`src/verilog/imd_cfg.svh`:
```
/*
 * register offsets, field positions, reset values and timing for the
 * integer multiply/divide unit.
 * assumes inclusion by bare name from the design files.
 */
`ifndef IMD_CFG_SVH
`define IMD_CFG_SVH

`define IMD_ADDR_W 16
`define IMD_OFS_SRC_LO 16'hff80
`define IMD_OFS_SRC_HI 16'hff81
`define IMD_OFS_DRL_LO 16'hff82
`define IMD_OFS_DRL_HI 16'hff83
`define IMD_OFS_DRH_LO 16'hff84
`define IMD_OFS_DRH_HI 16'hff85
`define IMD_OFS_CTRL 16'hff86

`define IMD_BIT_NEG 3
`define IMD_BIT_OVF 2
`define IMD_BIT_ZERO 1
`define IMD_BIT_MODE 0

`define IMD_FLAGS_RST 3'h0
`define IMD_BUSY_RST 1'h0
`define IMD_OP_CYCLES 4'ha

`endif

```
`src/verilog/imd_pkg.sv`:
```
/*
 * types of the integer multiply/divide unit.
 * assumes nothing beyond a systemverilog compiler.
 */
`default_nettype none
package imd_pkg;
    typedef enum logic [0:0] {
        IMD_MUL = 1'b0,
        IMD_DIV = 1'b1
    } imd_mode_t;

    typedef enum logic [0:0] {
        IMD_IDLE = 1'b0,
        IMD_RUN = 1'b1
    } imd_state_t;

    typedef struct packed {
        logic neg;
        logic ovf;
        logic zero;
    } imd_flags_t;

    typedef struct packed {
        logic [7:0] hi;
        logic [7:0] lo;
        imd_flags_t flags;
        logic load;
    } imd_result_t;
endpackage : imd_pkg
`default_nettype wire

```
`src/verilog/imd_arith.sv`:
```
/*
 * combinational unsigned 8x8 multiply and 16/8 divide with flags.
 * assumes operands are held stable by the caller while it samples.
 */
`default_nettype none
module imd_arith (
    input wire logic mode_in,            // 1 divide, 0 multiply
    input wire logic [7:0] src_in,       // multiplier or divisor
    input wire logic [15:0] dst_in,      // captured destination
    output logic [15:0] res_out,         // value to load
    output var imd_pkg::imd_flags_t flags_out, // resulting flags
    output logic load_out                // destination is rewritten
);
    logic [15:0] prod;
    logic [15:0] quot;
    logic [7:0] rem;
    logic ovf;

    always_comb begin
        prod = 16'(dst_in[7:0] * src_in);
        quot = 16'h0000;
        rem = 8'h00;
        ovf = 1'b1;
        if (src_in != 8'h00) begin
            quot = dst_in / {8'h00, src_in};
            rem = 8'(dst_in % {8'h00, src_in});
            ovf = (quot[15:8] != 8'h00);
        end
        if (mode_in == imd_pkg::IMD_DIV) begin
            res_out = ovf ? dst_in : {rem, quot[7:0]};
            flags_out.neg = quot[7];
            flags_out.zero = (quot[7:0] == 8'h00);
            flags_out.ovf = ovf;
            load_out = ~ovf;
        end else begin
            res_out = prod;
            flags_out.neg = prod[15];
            flags_out.zero = (prod == 16'h0000);
            flags_out.ovf = 1'b0;
            load_out = 1'b1;
        end
    end
endmodule : imd_arith
`default_nettype wire

```
`src/verilog/imd_unit.sv`:
```
/*
 * integer multiply/divide unit on a 4-bit register port.
 * assumes one-cycle strobes, never both at once; read data one cycle later.
 */
//
// Contract
// - source byte as two nibbles, held
// - capture operands, finish in ten cycles
// - low product or quotient to low byte
// - divide overflow keeps the dividend
// - multiply ignores high byte, gets high product
// - divide uses high byte, gets remainder
// - negative flag bit 3, read only
// - overflow flag bit 2, cleared by multiply
// - zero flag bit 1, read only
// - writing bit 0 starts, value selects mode
// - bit 0 reads busy while running
// - results and flags update together
// - data registers are not reset
// - multiply flags from sixteen bit product
// - divide flags from quotient byte
// - overflow when quotient exceeds eight bits
`include "imd_cfg.svh"
`default_nettype none
module imd_unit (
    input wire logic sys_clk_in,                 // 40 MHz clock
    input wire logic resetn_in,                  // sync reset, active low
    input wire logic [`IMD_ADDR_W-1:0] addr_in,  // register address
    input wire logic [3:0] wdata_in,             // write data
    input wire logic wr_in,                      // write strobe
    input wire logic rd_in,                      // read strobe
    output logic [3:0] rdata_out,                // read data, next cycle
    output logic busy_out                        // operation running
);
    logic [7:0] src;
    logic [7:0] dest_low_byte;
    logic [7:0] dest_high_byte;
    logic [7:0] next_src;
    logic [7:0] next_drl;
    logic [7:0] next_drh;
    imd_pkg::imd_flags_t flags;
    imd_pkg::imd_flags_t next_flags;
    imd_pkg::imd_state_t state;
    imd_pkg::imd_state_t next_state;
    imd_pkg::imd_mode_t mode;
    imd_pkg::imd_mode_t next_mode;
    logic [3:0] cnt;
    logic [3:0] next_cnt;
    logic [15:0] opnd;
    logic [15:0] next_opnd;
    logic [7:0] opsrc;
    logic [7:0] next_opsrc;
    logic [3:0] rdata;
    logic [3:0] next_rdata;
    imd_pkg::imd_result_t res;
    logic [15:0] ar_val;
    imd_pkg::imd_flags_t ar_flags;
    logic ar_load;

    function automatic logic hit(input logic [`IMD_ADDR_W-1:0] a,
                                 input logic [`IMD_ADDR_W-1:0] ofs);
        hit = (a == ofs);
    endfunction : hit

    imd_arith u_arith (
        .mode_in(mode),
        .src_in(opsrc),
        .dst_in(opnd),
        .res_out(ar_val),
        .flags_out(ar_flags),
        .load_out(ar_load)
    );

    always_comb begin
        res.hi = ar_val[15:8];
        res.lo = ar_val[7:0];
        res.flags = ar_flags;
        res.load = ar_load;
    end

    // operation sequencer
    always_comb begin
        next_state = state;
        next_mode = mode;
        next_cnt = cnt;
        next_opnd = opnd;
        next_opsrc = opsrc;
        next_flags = flags;
        if (state == imd_pkg::IMD_RUN) begin
            next_cnt = 4'(cnt - 4'h1);
        end
        unique case (state)
            imd_pkg::IMD_IDLE: begin
                if (wr_in && hit(addr_in, `IMD_OFS_CTRL)) begin
                    next_mode = imd_pkg::imd_mode_t'(wdata_in[`IMD_BIT_MODE]);
                    next_opsrc = src;
                    next_opnd = {(wdata_in[`IMD_BIT_MODE] ? dest_high_byte : 8'h00), dest_low_byte};
                    next_cnt = `IMD_OP_CYCLES;
                    next_state = imd_pkg::IMD_RUN;
                end
            end
            imd_pkg::IMD_RUN: begin
                if (cnt == 4'h1) begin
                    next_state = imd_pkg::IMD_IDLE;
                    next_flags = res.flags;
                end
            end
        endcase
    end

    always_ff @(posedge sys_clk_in) begin
        if (!resetn_in) begin
            state <= imd_pkg::IMD_IDLE;
            mode <= imd_pkg::IMD_MUL;
            cnt <= 4'h0;
            opnd <= 16'h0000;
            opsrc <= 8'h00;
            flags <= `IMD_FLAGS_RST;
        end else begin
            state <= next_state;
            mode <= next_mode;
            cnt <= next_cnt;
            opnd <= next_opnd;
            opsrc <= next_opsrc;
            flags <= next_flags;
        end
    end

    // data registers, deliberately left without reset
    always_comb begin
        next_src = src;
        next_drl = dest_low_byte;
        next_drh = dest_high_byte;
        if (wr_in) begin
            if (hit(addr_in, `IMD_OFS_SRC_LO)) next_src[3:0] = wdata_in;
            if (hit(addr_in, `IMD_OFS_SRC_HI)) next_src[7:4] = wdata_in;
            if (hit(addr_in, `IMD_OFS_DRL_LO)) next_drl[3:0] = wdata_in;
            if (hit(addr_in, `IMD_OFS_DRL_HI)) next_drl[7:4] = wdata_in;
            if (hit(addr_in, `IMD_OFS_DRH_LO)) next_drh[3:0] = wdata_in;
            if (hit(addr_in, `IMD_OFS_DRH_HI)) next_drh[7:4] = wdata_in;
        end
        // a loading completion overrides any destination write made against the busy rule; source writes stand
        if (state == imd_pkg::IMD_RUN && cnt == 4'h1 && res.load) begin
            next_drl = res.lo;
            next_drh = res.hi;
        end
    end

    always_ff @(posedge sys_clk_in) begin
        src <= next_src;
        dest_low_byte <= next_drl;
        dest_high_byte <= next_drh;
    end

    // read port
    always_comb begin
        next_rdata = 4'h0;
        if (rd_in) begin
            if (hit(addr_in, `IMD_OFS_SRC_LO)) next_rdata = src[3:0];
            if (hit(addr_in, `IMD_OFS_SRC_HI)) next_rdata = src[7:4];
            if (hit(addr_in, `IMD_OFS_DRL_LO)) next_rdata = dest_low_byte[3:0];
            if (hit(addr_in, `IMD_OFS_DRL_HI)) next_rdata = dest_low_byte[7:4];
            if (hit(addr_in, `IMD_OFS_DRH_LO)) next_rdata = dest_high_byte[3:0];
            if (hit(addr_in, `IMD_OFS_DRH_HI)) next_rdata = dest_high_byte[7:4];
            if (hit(addr_in, `IMD_OFS_CTRL)) begin
                next_rdata[`IMD_BIT_NEG] = flags.neg;
                next_rdata[`IMD_BIT_OVF] = flags.ovf;
                next_rdata[`IMD_BIT_ZERO] = flags.zero;
                next_rdata[`IMD_BIT_MODE] = (state == imd_pkg::IMD_RUN);
            end
        end
    end

    always_ff @(posedge sys_clk_in) begin
        if (!resetn_in) begin
            rdata <= 4'h0;
        end else begin
            rdata <= next_rdata;
        end
    end

    always_comb begin
        rdata_out = rdata;
        busy_out = (state == imd_pkg::IMD_RUN);
    end
endmodule : imd_unit
`default_nettype wire

```
`config.mk`:
```
export PLATFORM = sky130hd
export DESIGN_NAME = imd_unit
export DESIGN_NICKNAME = d
export VERILOG_FILES = /design/src/verilog/imd_pkg.sv /design/src/verilog/imd_arith.sv /design/src/verilog/imd_unit.sv
export VERILOG_INCLUDE_DIRS = /design/src /design/src/verilog
export SDC_FILE = /design/constraint.sdc
export NUM_CORES = 1
export LEC_CHECK = 0
export BUFFER_PORTS_ARGS = -buffer_cell sky130_fd_sc_hd__buf_4
export CAP_MARGIN = 15
export CELL_PAD_IN_SITES_DETAIL_PLACEMENT = 1
export CELL_PAD_IN_SITES_GLOBAL_PLACEMENT = 2
export CORE_MARGIN = 10
export CORE_UTILIZATION = 40
export CTS_CLUSTER_DIAMETER = 60
export DETAILED_ROUTE_END_ITERATION = 7
export PLACE_DENSITY = 0.83
export SLEW_MARGIN = 10
export SYNTH_ARGS = -nofsm -noshare
export SYNTH_HDL_FRONTEND = slang
export SYNTH_SLANG_ARGS = --single-unit
```
`constraint.sdc`:
```
create_clock -name sys_clk_in -period 41.4 [get_ports sys_clk_in]
set_input_delay 2.07 -clock sys_clk_in [delete_from_list [all_inputs] [get_ports sys_clk_in]]
set_output_delay 2.07 -clock sys_clk_in [all_outputs]
set_load 0.1 [all_outputs]
```
# After elaboration in Yosys (flattened, before gate mapping)
# Cells that the tools add are included.
# op_classes
n_div	2
n_bitwise	2
n_eq_ne	8
n_mux	29
n_reduce_logical	21
n_addsub	1
mul	1
# op_table
op	n
$eq A16 B16 Y1 const B	7
$mux W4	14
$mux W8	7
$mux W16	2
$reduce_and A2 Y1	9
$div A16 B8 Y16	1
$logic_not A16 Y1	1
$mod A16 B8 Y16	1
$mul A8 B8 Y16	1
$reduce_bool A8 Y1	2
$reduce_bool A2 Y1	5
$logic_not A8 Y1	1
$eq A4 B1 Y1 const B	1
$mux W1	4
$sub A4 B1 Y4 const B	1
$logic_and A1 B1 Y1	3
$mux W3	1
$not A1 Y1	2
$pmux W1 S2	1
# totals
regBits	61
elab_cells	79
out_inout_bits	5
input_bits	24

# Longest topological paths before layout
# Gate-level depths: netlist (run 1).
# logic_depth
ltp_word	8
ltp_mapped	154
depth_no_buf	145

# Modules after synthesis
# Synthesis (run 1) repeated with hierarchy kept, for this count alone.
# hier_totals
hier_cells	1393
area_unflattened_um2	10985.5
# by_module_without_submodules
module	area_each_um2	instances	cells_each
imd_arith	8219.1	1	1124
imd_unit	2766.4	1	269

# Worst setup path before layout (run 1)
# No wires, ideal clock.
# synth_timing
kind	register to register
start	register opsrc[0]
end	register dest_high_byte[0], data pin
setup_time_ns	0.164
path_slack_ns	11.043
arrival_ns	30.193
stages_incl_launch_ff	143
synth_period_minus_slack_ns	30.357
required_ns	41.236
cell_sequence	dfxtp_1 -> clkbuf_1 -> inv_1 -> ha_1 -> a21oi_1 -> ha_1 -> or3_1 -> a32oi_1 -> o21ai_0 -> o21a_1 -> ha_1 -> clkbuf_1 -> a21o_1 -> o211ai_1 -> nor3_1 -> or2_2 -> ha_1 -> a31o_1 -> [... 107 more ...] -> a21o_1 -> a21oi_1 -> o2111ai_1 -> nor3_2 -> mux2_2 -> ha_1 -> nor2b_1 -> o21ai_0 -> nand2b_1 -> a21o_1 -> a21oi_1 -> o21ai_0 -> a21o_1 -> a2111oi_0 -> o221ai_1 -> buf_4 -> mux2_4 -> o221ai_1
# synth_between
elab_chain_len	7
# synth_rtl
element	line	source
start: declaration	imd_unit.sv:51	logic [7:0] opsrc;
start signal: assignment	imd_unit.sv:124	opsrc <= next_opsrc;
$div A16 B8 Y16	imd_arith.sv:25	quot = dst_in / {8'h00, src_in};
$reduce_bool A8 Y1	imd_arith.sv:27	ovf = (quot[15:8] != 8'h00);
$mux W1	imd_arith.sv:24	if (src_in != 8'h00) begin
$not A1 Y1	imd_arith.sv:34	load_out = ~ovf;
$mux W1	imd_arith.sv:29	if (mode_in == imd_pkg::IMD_DIV) begin
$logic_and A1 B1 Y1	imd_unit.sv:143	if (state == imd_pkg::IMD_RUN && cnt == 4'h1 && res.load) begin
$mux W8 *	imd_unit.sv:143	
via next_drh[0]	imd_unit.sv:40	logic [7:0] next_drh;
end signal: assignment	imd_unit.sv:152	dest_high_byte <= next_drh;
end: declaration	imd_unit.sv:37	logic [7:0] dest_high_byte;
# The timed path passes the listed nets; every way through them passes the cells marked *.
# A chain may end at the register's enable or synchronous reset.

# Worst setup path in the final report (run 1)
# layout_timing
start	register opsrc[0]
end	register dest_high_byte[4], data pin
# Same word-level chain as after synthesis.

==> flow_metrics.env, run 1 <==
export IMPL_startpoint_type="register"
export IMPL_end_kind="register"
export IMPL_wl_met2_um=16730
export IMPL_top_layer="met4"
export IMPL_fin_hold_ws_ps=485.0
export IMPL_drt_pass1_iterations=7
export IMPL_m1WireLength_um=15730
export IMPL_min_period_ps=34910
export IMPL_synthToLayoutAreaGrowth_pct=8.406
export IMPL_postCtsSetupRepairBufs=0
export IMPL_fp_dieW_um=181.5
export IMPL_fmax_mhz=28.65
export IMPL_path_clk_slew_ps=60
export IMPL_maxCapViolations=0
export IMPL_finalSetupViolCount=0
export IMPL_avgViaCountPerCell=5.971
export IMPL_ctsHoldBuffers=0
export IMPL_port_buffers=28
export IMPL_cpLargestDelayFamily="compound AO/OA/AOI/OAI gates"
export IMPL_drive_above_1_share=0.1109
export IMPL_instances_no_fill=1634
export IMPL_dieHeight_um=181.5
export IMPL_cts_buffers=9
export IMPL_gp_congestion=0.9250
export IMPL_io_pins=29
export IMPL_hp_start="opnd[14]$_SDFFE_PN0P_"
export IMPL_dp_cells=1617
export IMPL_fin_setup_tns_ps=0
export IMPL_required_ps=41410
export IMPL_run_status="finished, final reports clean"
export IMPL_track_usage=0.2036
export IMPL_first_global_vias=10210
export IMPL_clock_sinks=61
export IMPL_overflow=0
export IMPL_worst_r2r_startpoint="opsrc[0]$_SDFFE_PN0P_"
export IMPL_cts_tree="built"
export IMPL_fp_coreArea_sq_um=25840
export IMPL_wirelength_um=34050
export IMPL_crit_type="reg2reg"
export IMPL_maxSlewHeadroom=0.3593
export IMPL_yosysSeqAreaShare=0.1401
export IMPL_n_antenna_cell=0
export IMPL_cpMostUsedCell="o21a_1"
export IMPL_synthCells=1286
export IMPL_min_period_over_period=0.8432
export IMPL_syn_cell_area_sq_um=10430
export IMPL_critPathMaxStageDelay_ps=840
export IMPL_ys_warnings_count=0
export IMPL_grt_pass1_wl_um=55450
export IMPL_fillers=3176
export IMPL_drt_first_iter_violations=596
export IMPL_grt_setup_unrepaired="false"
export IMPL_hold_viol=0
export IMPL_slew_violations=0
export IMPL_synth_flop_cell="dfxtp_1"
export IMPL_clock_latency_ps=330
export IMPL_cts_resized=0
export IMPL_root_buffer="clkbuf_16"
export IMPL_crit_buf_inv=5
export IMPL_syn_num_nets=1489
export IMPL_arrival_ps=34910
export IMPL_crit_slowest_cell="dfxtp_1"
export IMPL_antenna_found_initial=0
export IMPL_vias=9757
export IMPL_setup_worst_path_start="opsrc[0]$_SDFFE_PN0P_"
export IMPL_wire_per_inst_um=20.84
export IMPL_syn_area_per_cell_sq_um=8.113
export IMPL_htreeDepth=3
export IMPL_worst_pin_slew_ps=947.7
export IMPL_critPathMaxFanout=18
export IMPL_fin_skew_ps=8.979
export IMPL_clockBufferDepth=2
export IMPL_placementRows=59
export IMPL_num_nets_final=1497
export IMPL_dp_hpwl_um=27090
export IMPL_start_util=0.4038
export IMPL_hold_path_class="reg2reg"
export IMPL_dieArea_sq_um=32940
export IMPL_fin_util=0.4378
export IMPL_drtAntennaViolNets=0
export IMPL_synth_enable_flop_cells=24
export IMPL_grt_max_degree=35
export IMPL_synth_async_reset_ratio=0
export IMPL_synth_seq_cells=61
export IMPL_ys_types=91
export IMPL_drc_errors=0
export IMPL_wl_met3_um=1064
## kinds of logic after synthesis
| group | after synthesis | share of synthesized area |
|---|---|---|
| muxes | 56 | 0.06020 |
| and+or+nand+nor | 438 | 0.2137 |
| xor gates and xnor gates | 54 | 0.04533 |
| AOI/OAI and AO/OA | 372 | 0.2528 |
| DFF | 61 | 0.1401 |
| adders and majority gates | 179 | 0.2413 |
| buffers and inverters | 126 | 0.04665 |
## placed cells by master (no fill, tap or decap), types with 7 or more instances in the layout
cell	synthesis	layout
a211oi_1	7	7
a21boi_0	34	34
a21o_1	26	26
a21oi_1	71	71
a22oi_1	13	13
a31oi_1	11	11
and2_1	37	37
buf_4	1	43
clkbuf_16	0	9
dfxtp_1	37	37
edfxtp_1	24	24
fa_1	37	37
ha_1	142	142
inv_1	77	77
mux2_2	38	38
mux2i_1	13	13
nand2_1	111	111
nand2b_1	15	15
nand3_1	26	26
nand4_1	9	9
nor2_1	109	109
nor2b_1	8	8
nor3_1	54	54
o211a_1	7	7
o211ai_1	20	20
o21a_1	54	54
o21ai_0	36	36
o21bai_1	12	12
o22ai_1	15	15
o31ai_1	10	10
or2_2	12	12
xnor2_1	33	33
xor2_1	21	21
## through the flow
step	cell area (sq um)	setup slack, ps
after CTS	11300	6320
after floorplan	10430	11040
after detailed placement	11000	6428
final	11310	6491
after global routing	11310	3142
after global placement	11000	7456
## routing by layer
layer	track usage	up-vias
li1	-	4730
met1	0.2659	4844
met2	0.3609	155
met3	0.01431	28
met4	0.03807	0
met5	0	-
## layout make-up
type	instances	area (sq um)	share of cell area
clock inverters	6	71.32	0.006305
clock buffers	10	229.0	0.02024
repair buffers	43	322.8	0.02854
flip-flops and latches	61	1461	0.1292
multi-input cells	1099	8507	0.7521
inverters	80	300.3	0.02655
well taps	335	419.2	0.03706
## final timing paths
| check | to | slack, ps | cells past startpoint |
|---|---|---|---|
| min | opnd[14]$_SDFFE_PN0P_ | 480 | 2 |
| max | dest_high_byte[4]$_DFFE_PP_ | 6490 | 137 |
| min reg2reg | opnd[14]$_SDFFE_PN0P_ | 480 | 2 |
| max reg2reg | dest_high_byte[4]$_DFFE_PP_ | 6490 | 137 |
## tightest hold or removal path: stages, from the launching register on
cell,delay (ps)
dfxtp_1,320
nand2_1,50
a21boi_0,60
## registers in the layout (all words and copies together), names as in the netlist
signal / flops
opnd: 16
opsrc: 8
rdata_out: 4
cnt: 4
flags: 3
dest_low_byte: 8
mode: 1
busy_out: 1
dest_high_byte: 8
src: 8
## cells in the mapped netlist (11+ instances only)
library cell / count / area [sq um]
ha_1: 142 / 1777
nand2_1: 111 / 416.7
nor2_1: 109 / 409.1
inv_1: 77 / 289.0
a21oi_1: 71 / 355.3
nor3_1: 54 / 270.3
o21a_1: 54 / 405.4
clkbuf_1: 41 / 153.9
mux2_2: 38 / 427.9
and2_1: 37 / 231.5
dfxtp_1: 37 / 740.7
fa_1: 37 / 740.7
o21ai_0: 36 / 180.2
a21boi_0: 34 / 255.2
xnor2_1: 33 / 289.0
a21o_1: 26 / 195.2
nand3_1: 26 / 130.1
edfxtp_1: 24 / 720.7
xor2_1: 21 / 183.9
o211ai_1: 20 / 150.1
nand2b_1: 15 / 93.84
o22ai_1: 15 / 93.84
a22oi_1: 13 / 97.59
mux2i_1: 13 / 130.1
o21bai_1: 12 / 90.09
or2_2: 12 / 75.07
a31oi_1: 11 / 68.82
Power of run 1 is left out: the tool's default activity adds up to more than one toggle a clock period on the data nets, which glitch-free logic cannot reach.
==> run 2: changes to the inputs <==
--- a/config.mk
+++ b/config.mk
@@ -11,10 +11,10 @@
 export CELL_PAD_IN_SITES_DETAIL_PLACEMENT = 1
 export CELL_PAD_IN_SITES_GLOBAL_PLACEMENT = 2
 export CORE_MARGIN = 10
-export CORE_UTILIZATION = 40
+export CORE_UTILIZATION = 36
 export CTS_CLUSTER_DIAMETER = 60
 export DETAILED_ROUTE_END_ITERATION = 7
-export PLACE_DENSITY = 0.83
+export PLACE_DENSITY = 0.79
 export SLEW_MARGIN = 10
 export SYNTH_ARGS = -nofsm -noshare
 export SYNTH_HDL_FRONTEND = slang
==> constraint.sdc (replaced) <==
create_clock -name sys_clk_in -period 28.4 [get_ports sys_clk_in]
set_input_delay 1.42 -clock sys_clk_in [delete_from_list [all_inputs] [get_ports sys_clk_in]]
set_output_delay 1.42 -clock sys_clk_in [all_outputs]
set_load 0.1 [all_outputs]
==> run 2 against run 1 <==
Against the previous run:
- the run now ends with negative setup slack left
- utilization is 5.0 points higher
- cell count is 15% higher
- first-iteration DRC count is 0.67% higher
- wire length is 15% higher
- critical path depth is 4 higher
- clock skew is 4.6 ps lower
- worst hold slack better by 20 ps
- register-to-register slack worse by 6600 ps
- via count is 10% higher
- global-route usage hardly changed
- clock-buffer cell count is 4 higher
- critical endpoint is now dest_high_byte[5]$_DFFE_PP_
- largest cell class unchanged
==> flow_metrics.env, run 2 (synthesis results as in run 1) <==
export IMPL_run_status="finished with violations"
export IMPL_violations="negative setup slack"
export IMPL_min_period_ps=28550
export IMPL_fmax_mhz=35.02
export IMPL_finalSetupViolCount=10
export IMPL_fin_skew_ps=4.379
export IMPL_r2r_end="dest_high_byte[5]$_DFFE_PP_"
export IMPL_cpMostUsedCell="o21a_1"
export IMPL_min_to="cnt[1]$_SDFF_PN0_"
export IMPL_cpLargestDelayFamily="compound AO/OA/AOI/OAI gates"
export IMPL_busiest_layer="met2"
export IMPL_final_area_sq_um=13960
export IMPL_met3_usage=0.02359
export IMPL_drtAntennaViolNets=0
export IMPL_dieArea_sq_um=36190
export IMPL_path_clk_slew_ps=50
export IMPL_min_period_over_period=1.005
export IMPL_crit_buf_inv=5
export IMPL_htreeDepth=3
export IMPL_layout_setup_ws_ps=-154.5
export IMPL_clock_latency_ps=330
export IMPL_crit_slowest_cell="or4bb_4"
export IMPL_grt_max_degree=35
export IMPL_end_kind="register"
export IMPL_crit_type="reg2reg"
export IMPL_track_usage=0.2031
export IMPL_hold_viol=0
export IMPL_dp_hpwl_um=28330
export IMPL_hold_path_class="reg2reg"
export IMPL_clock_sinks=61
export IMPL_overflow=0
export IMPL_maxSlewHeadroom=0.2610
export IMPL_wire_per_inst_um=20.80
export IMPL_fp_coreArea_sq_um=28630
export IMPL_io_pins=29
export IMPL_maxCapViolations=0
export IMPL_worst_pin_slew_ps=1093
export IMPL_num_nets_final=1701
export IMPL_n_antenna_cell=0
export IMPL_first_global_vias=11010
export IMPL_clockBufferDepth=2
export IMPL_critPathMaxFanout=8
export IMPL_vias=10760
export IMPL_slew_violations=0
export IMPL_start_util=0.3645
export IMPL_fp_dieW_um=190.2
export IMPL_ff2ff_path_depth=141
export IMPL_dpl_cell_area_sq_um=11870
export IMPL_wirelength_um=39250
export IMPL_whs_path_depth=2
export IMPL_critPathMaxStageDelay_ps=540
export IMPL_drt_pass1_iterations=5
export IMPL_grt_pass1_wl_um=59750
export IMPL_antenna_found_initial=0
export IMPL_arrival_ps=28610
export IMPL_fillers=3296
export IMPL_root_buffer="clkbuf_16"
export IMPL_use_met1=0.2613
export IMPL_gp_congestion=0.9158
export IMPL_hp_start="cnt[1]$_SDFF_PN0_"
export IMPL_startpoint_type="register"
export IMPL_drive_above_1_share=0.3174
export IMPL_dieHeight_um=190.2
export IMPL_grt_setup_unrepaired="true"
export IMPL_drc_errors=0
export IMPL_largest_reg_flops=16
export IMPL_required_ps=28460
export IMPL_dp_slack_ps=-1215
export IMPL_cts_tree="built"
export IMPL_drt_first_iter_violations=600
export IMPL_placementRows=62
export IMPL_avgViaCountPerCell=5.701
export IMPL_worst_r2r_startpoint="opsrc[4]$_SDFFE_PN0P_"
export IMPL_final_cell_mix="236 x buf_4, 117 x ha_1, 104 x nand2_1"
export IMPL_synthToLayoutAreaGrowth_pct=33.82
export IMPL_regToRegSetupSlack_ps=-150
export IMPL_mostFrequentLayoutCell="buf_4"
export IMPL_cts_buffers=9
export IMPL_met2_usage=0.3523
export IMPL_top_register="opnd"
export IMPL_port_buffers=28
==> run 2: per-stage QoR <==
step                      std cells  utilization  setup TNS [ps]  hold slack, ps
after floorplan                1286            -               0           452.3
after global placement         1737       0.4145           -1810           472.3
after detailed placement       1737       0.4145          -11150           486.8
after CTS                      1815       0.4479               0           508.7
after global routing           1887       0.4878          -14680           533.0
final                          1887       0.4878           -1129           505.2
==> run 2: worst min-delay path, stage by stage, from the launching register on <==
cell     delay, ps
dfxtp_1        310
inv_1           90
a21oi_1         60
==> run 2: layout make-up <==
class                      count  area, sq um  share of cell area
multi-input combinational   1100         9528              0.6824
sequential                    61         1463              0.1048
timing repair buffer         246         1884              0.1350
inverter                      80        300.3             0.02151
tap                          384        480.5             0.03441
clock inverter                 2        11.26           0.0008065
clock buffer                  14        295.3             0.02115
==> run 2: layer usage <==
layer  share of wire  routed length (um)
met4           0.023                 897
met5               0                   0
met2            0.50               19490
met3           0.035                1366
met1            0.45               17490
==> run 2: how the worst max path moves through the flow <==
| stage | start | endpoint | slack (ps) | cells past startpoint |
|---|---|---|---|---|
| after detailed placement | opsrc[4]$_SDFFE_PN0P_ | dest_high_byte[4]$_DFFE_PP_ | -1220 | 140 |
| after global placement | opsrc[4]$_SDFFE_PN0P_ | dest_high_byte[4]$_DFFE_PP_ | -260 | 141 |
| after floorplan | opsrc[4]$_SDFFE_PN0P_ | dest_high_byte[0]$_DFFE_PP_ | 40 | 148 |
| after global routing | opsrc[4]$_SDFFE_PN0P_ | dest_high_byte[1]$_DFFE_PP_ | -1500 | 142 |
| after CTS | opsrc[5]$_SDFFE_PN0P_ | dest_high_byte[1]$_DFFE_PP_ | 6 | 138 |
| final | opsrc[4]$_SDFFE_PN0P_ | dest_high_byte[5]$_DFFE_PP_ | -150 | 141 |
==> run 2: timing repair <==
item | in CTS | in global routing
buffers inserted | 62 | 72
hold buffers | 0 | 0
pin swaps | 29 | 98
cloned | 0 | 1
endpoints found under the hold margin | 0 | 0
endpoints found under the setup margin | 10 | 10
resized for setup | 36 | 111
Power of run 2 is left out for the same reason.
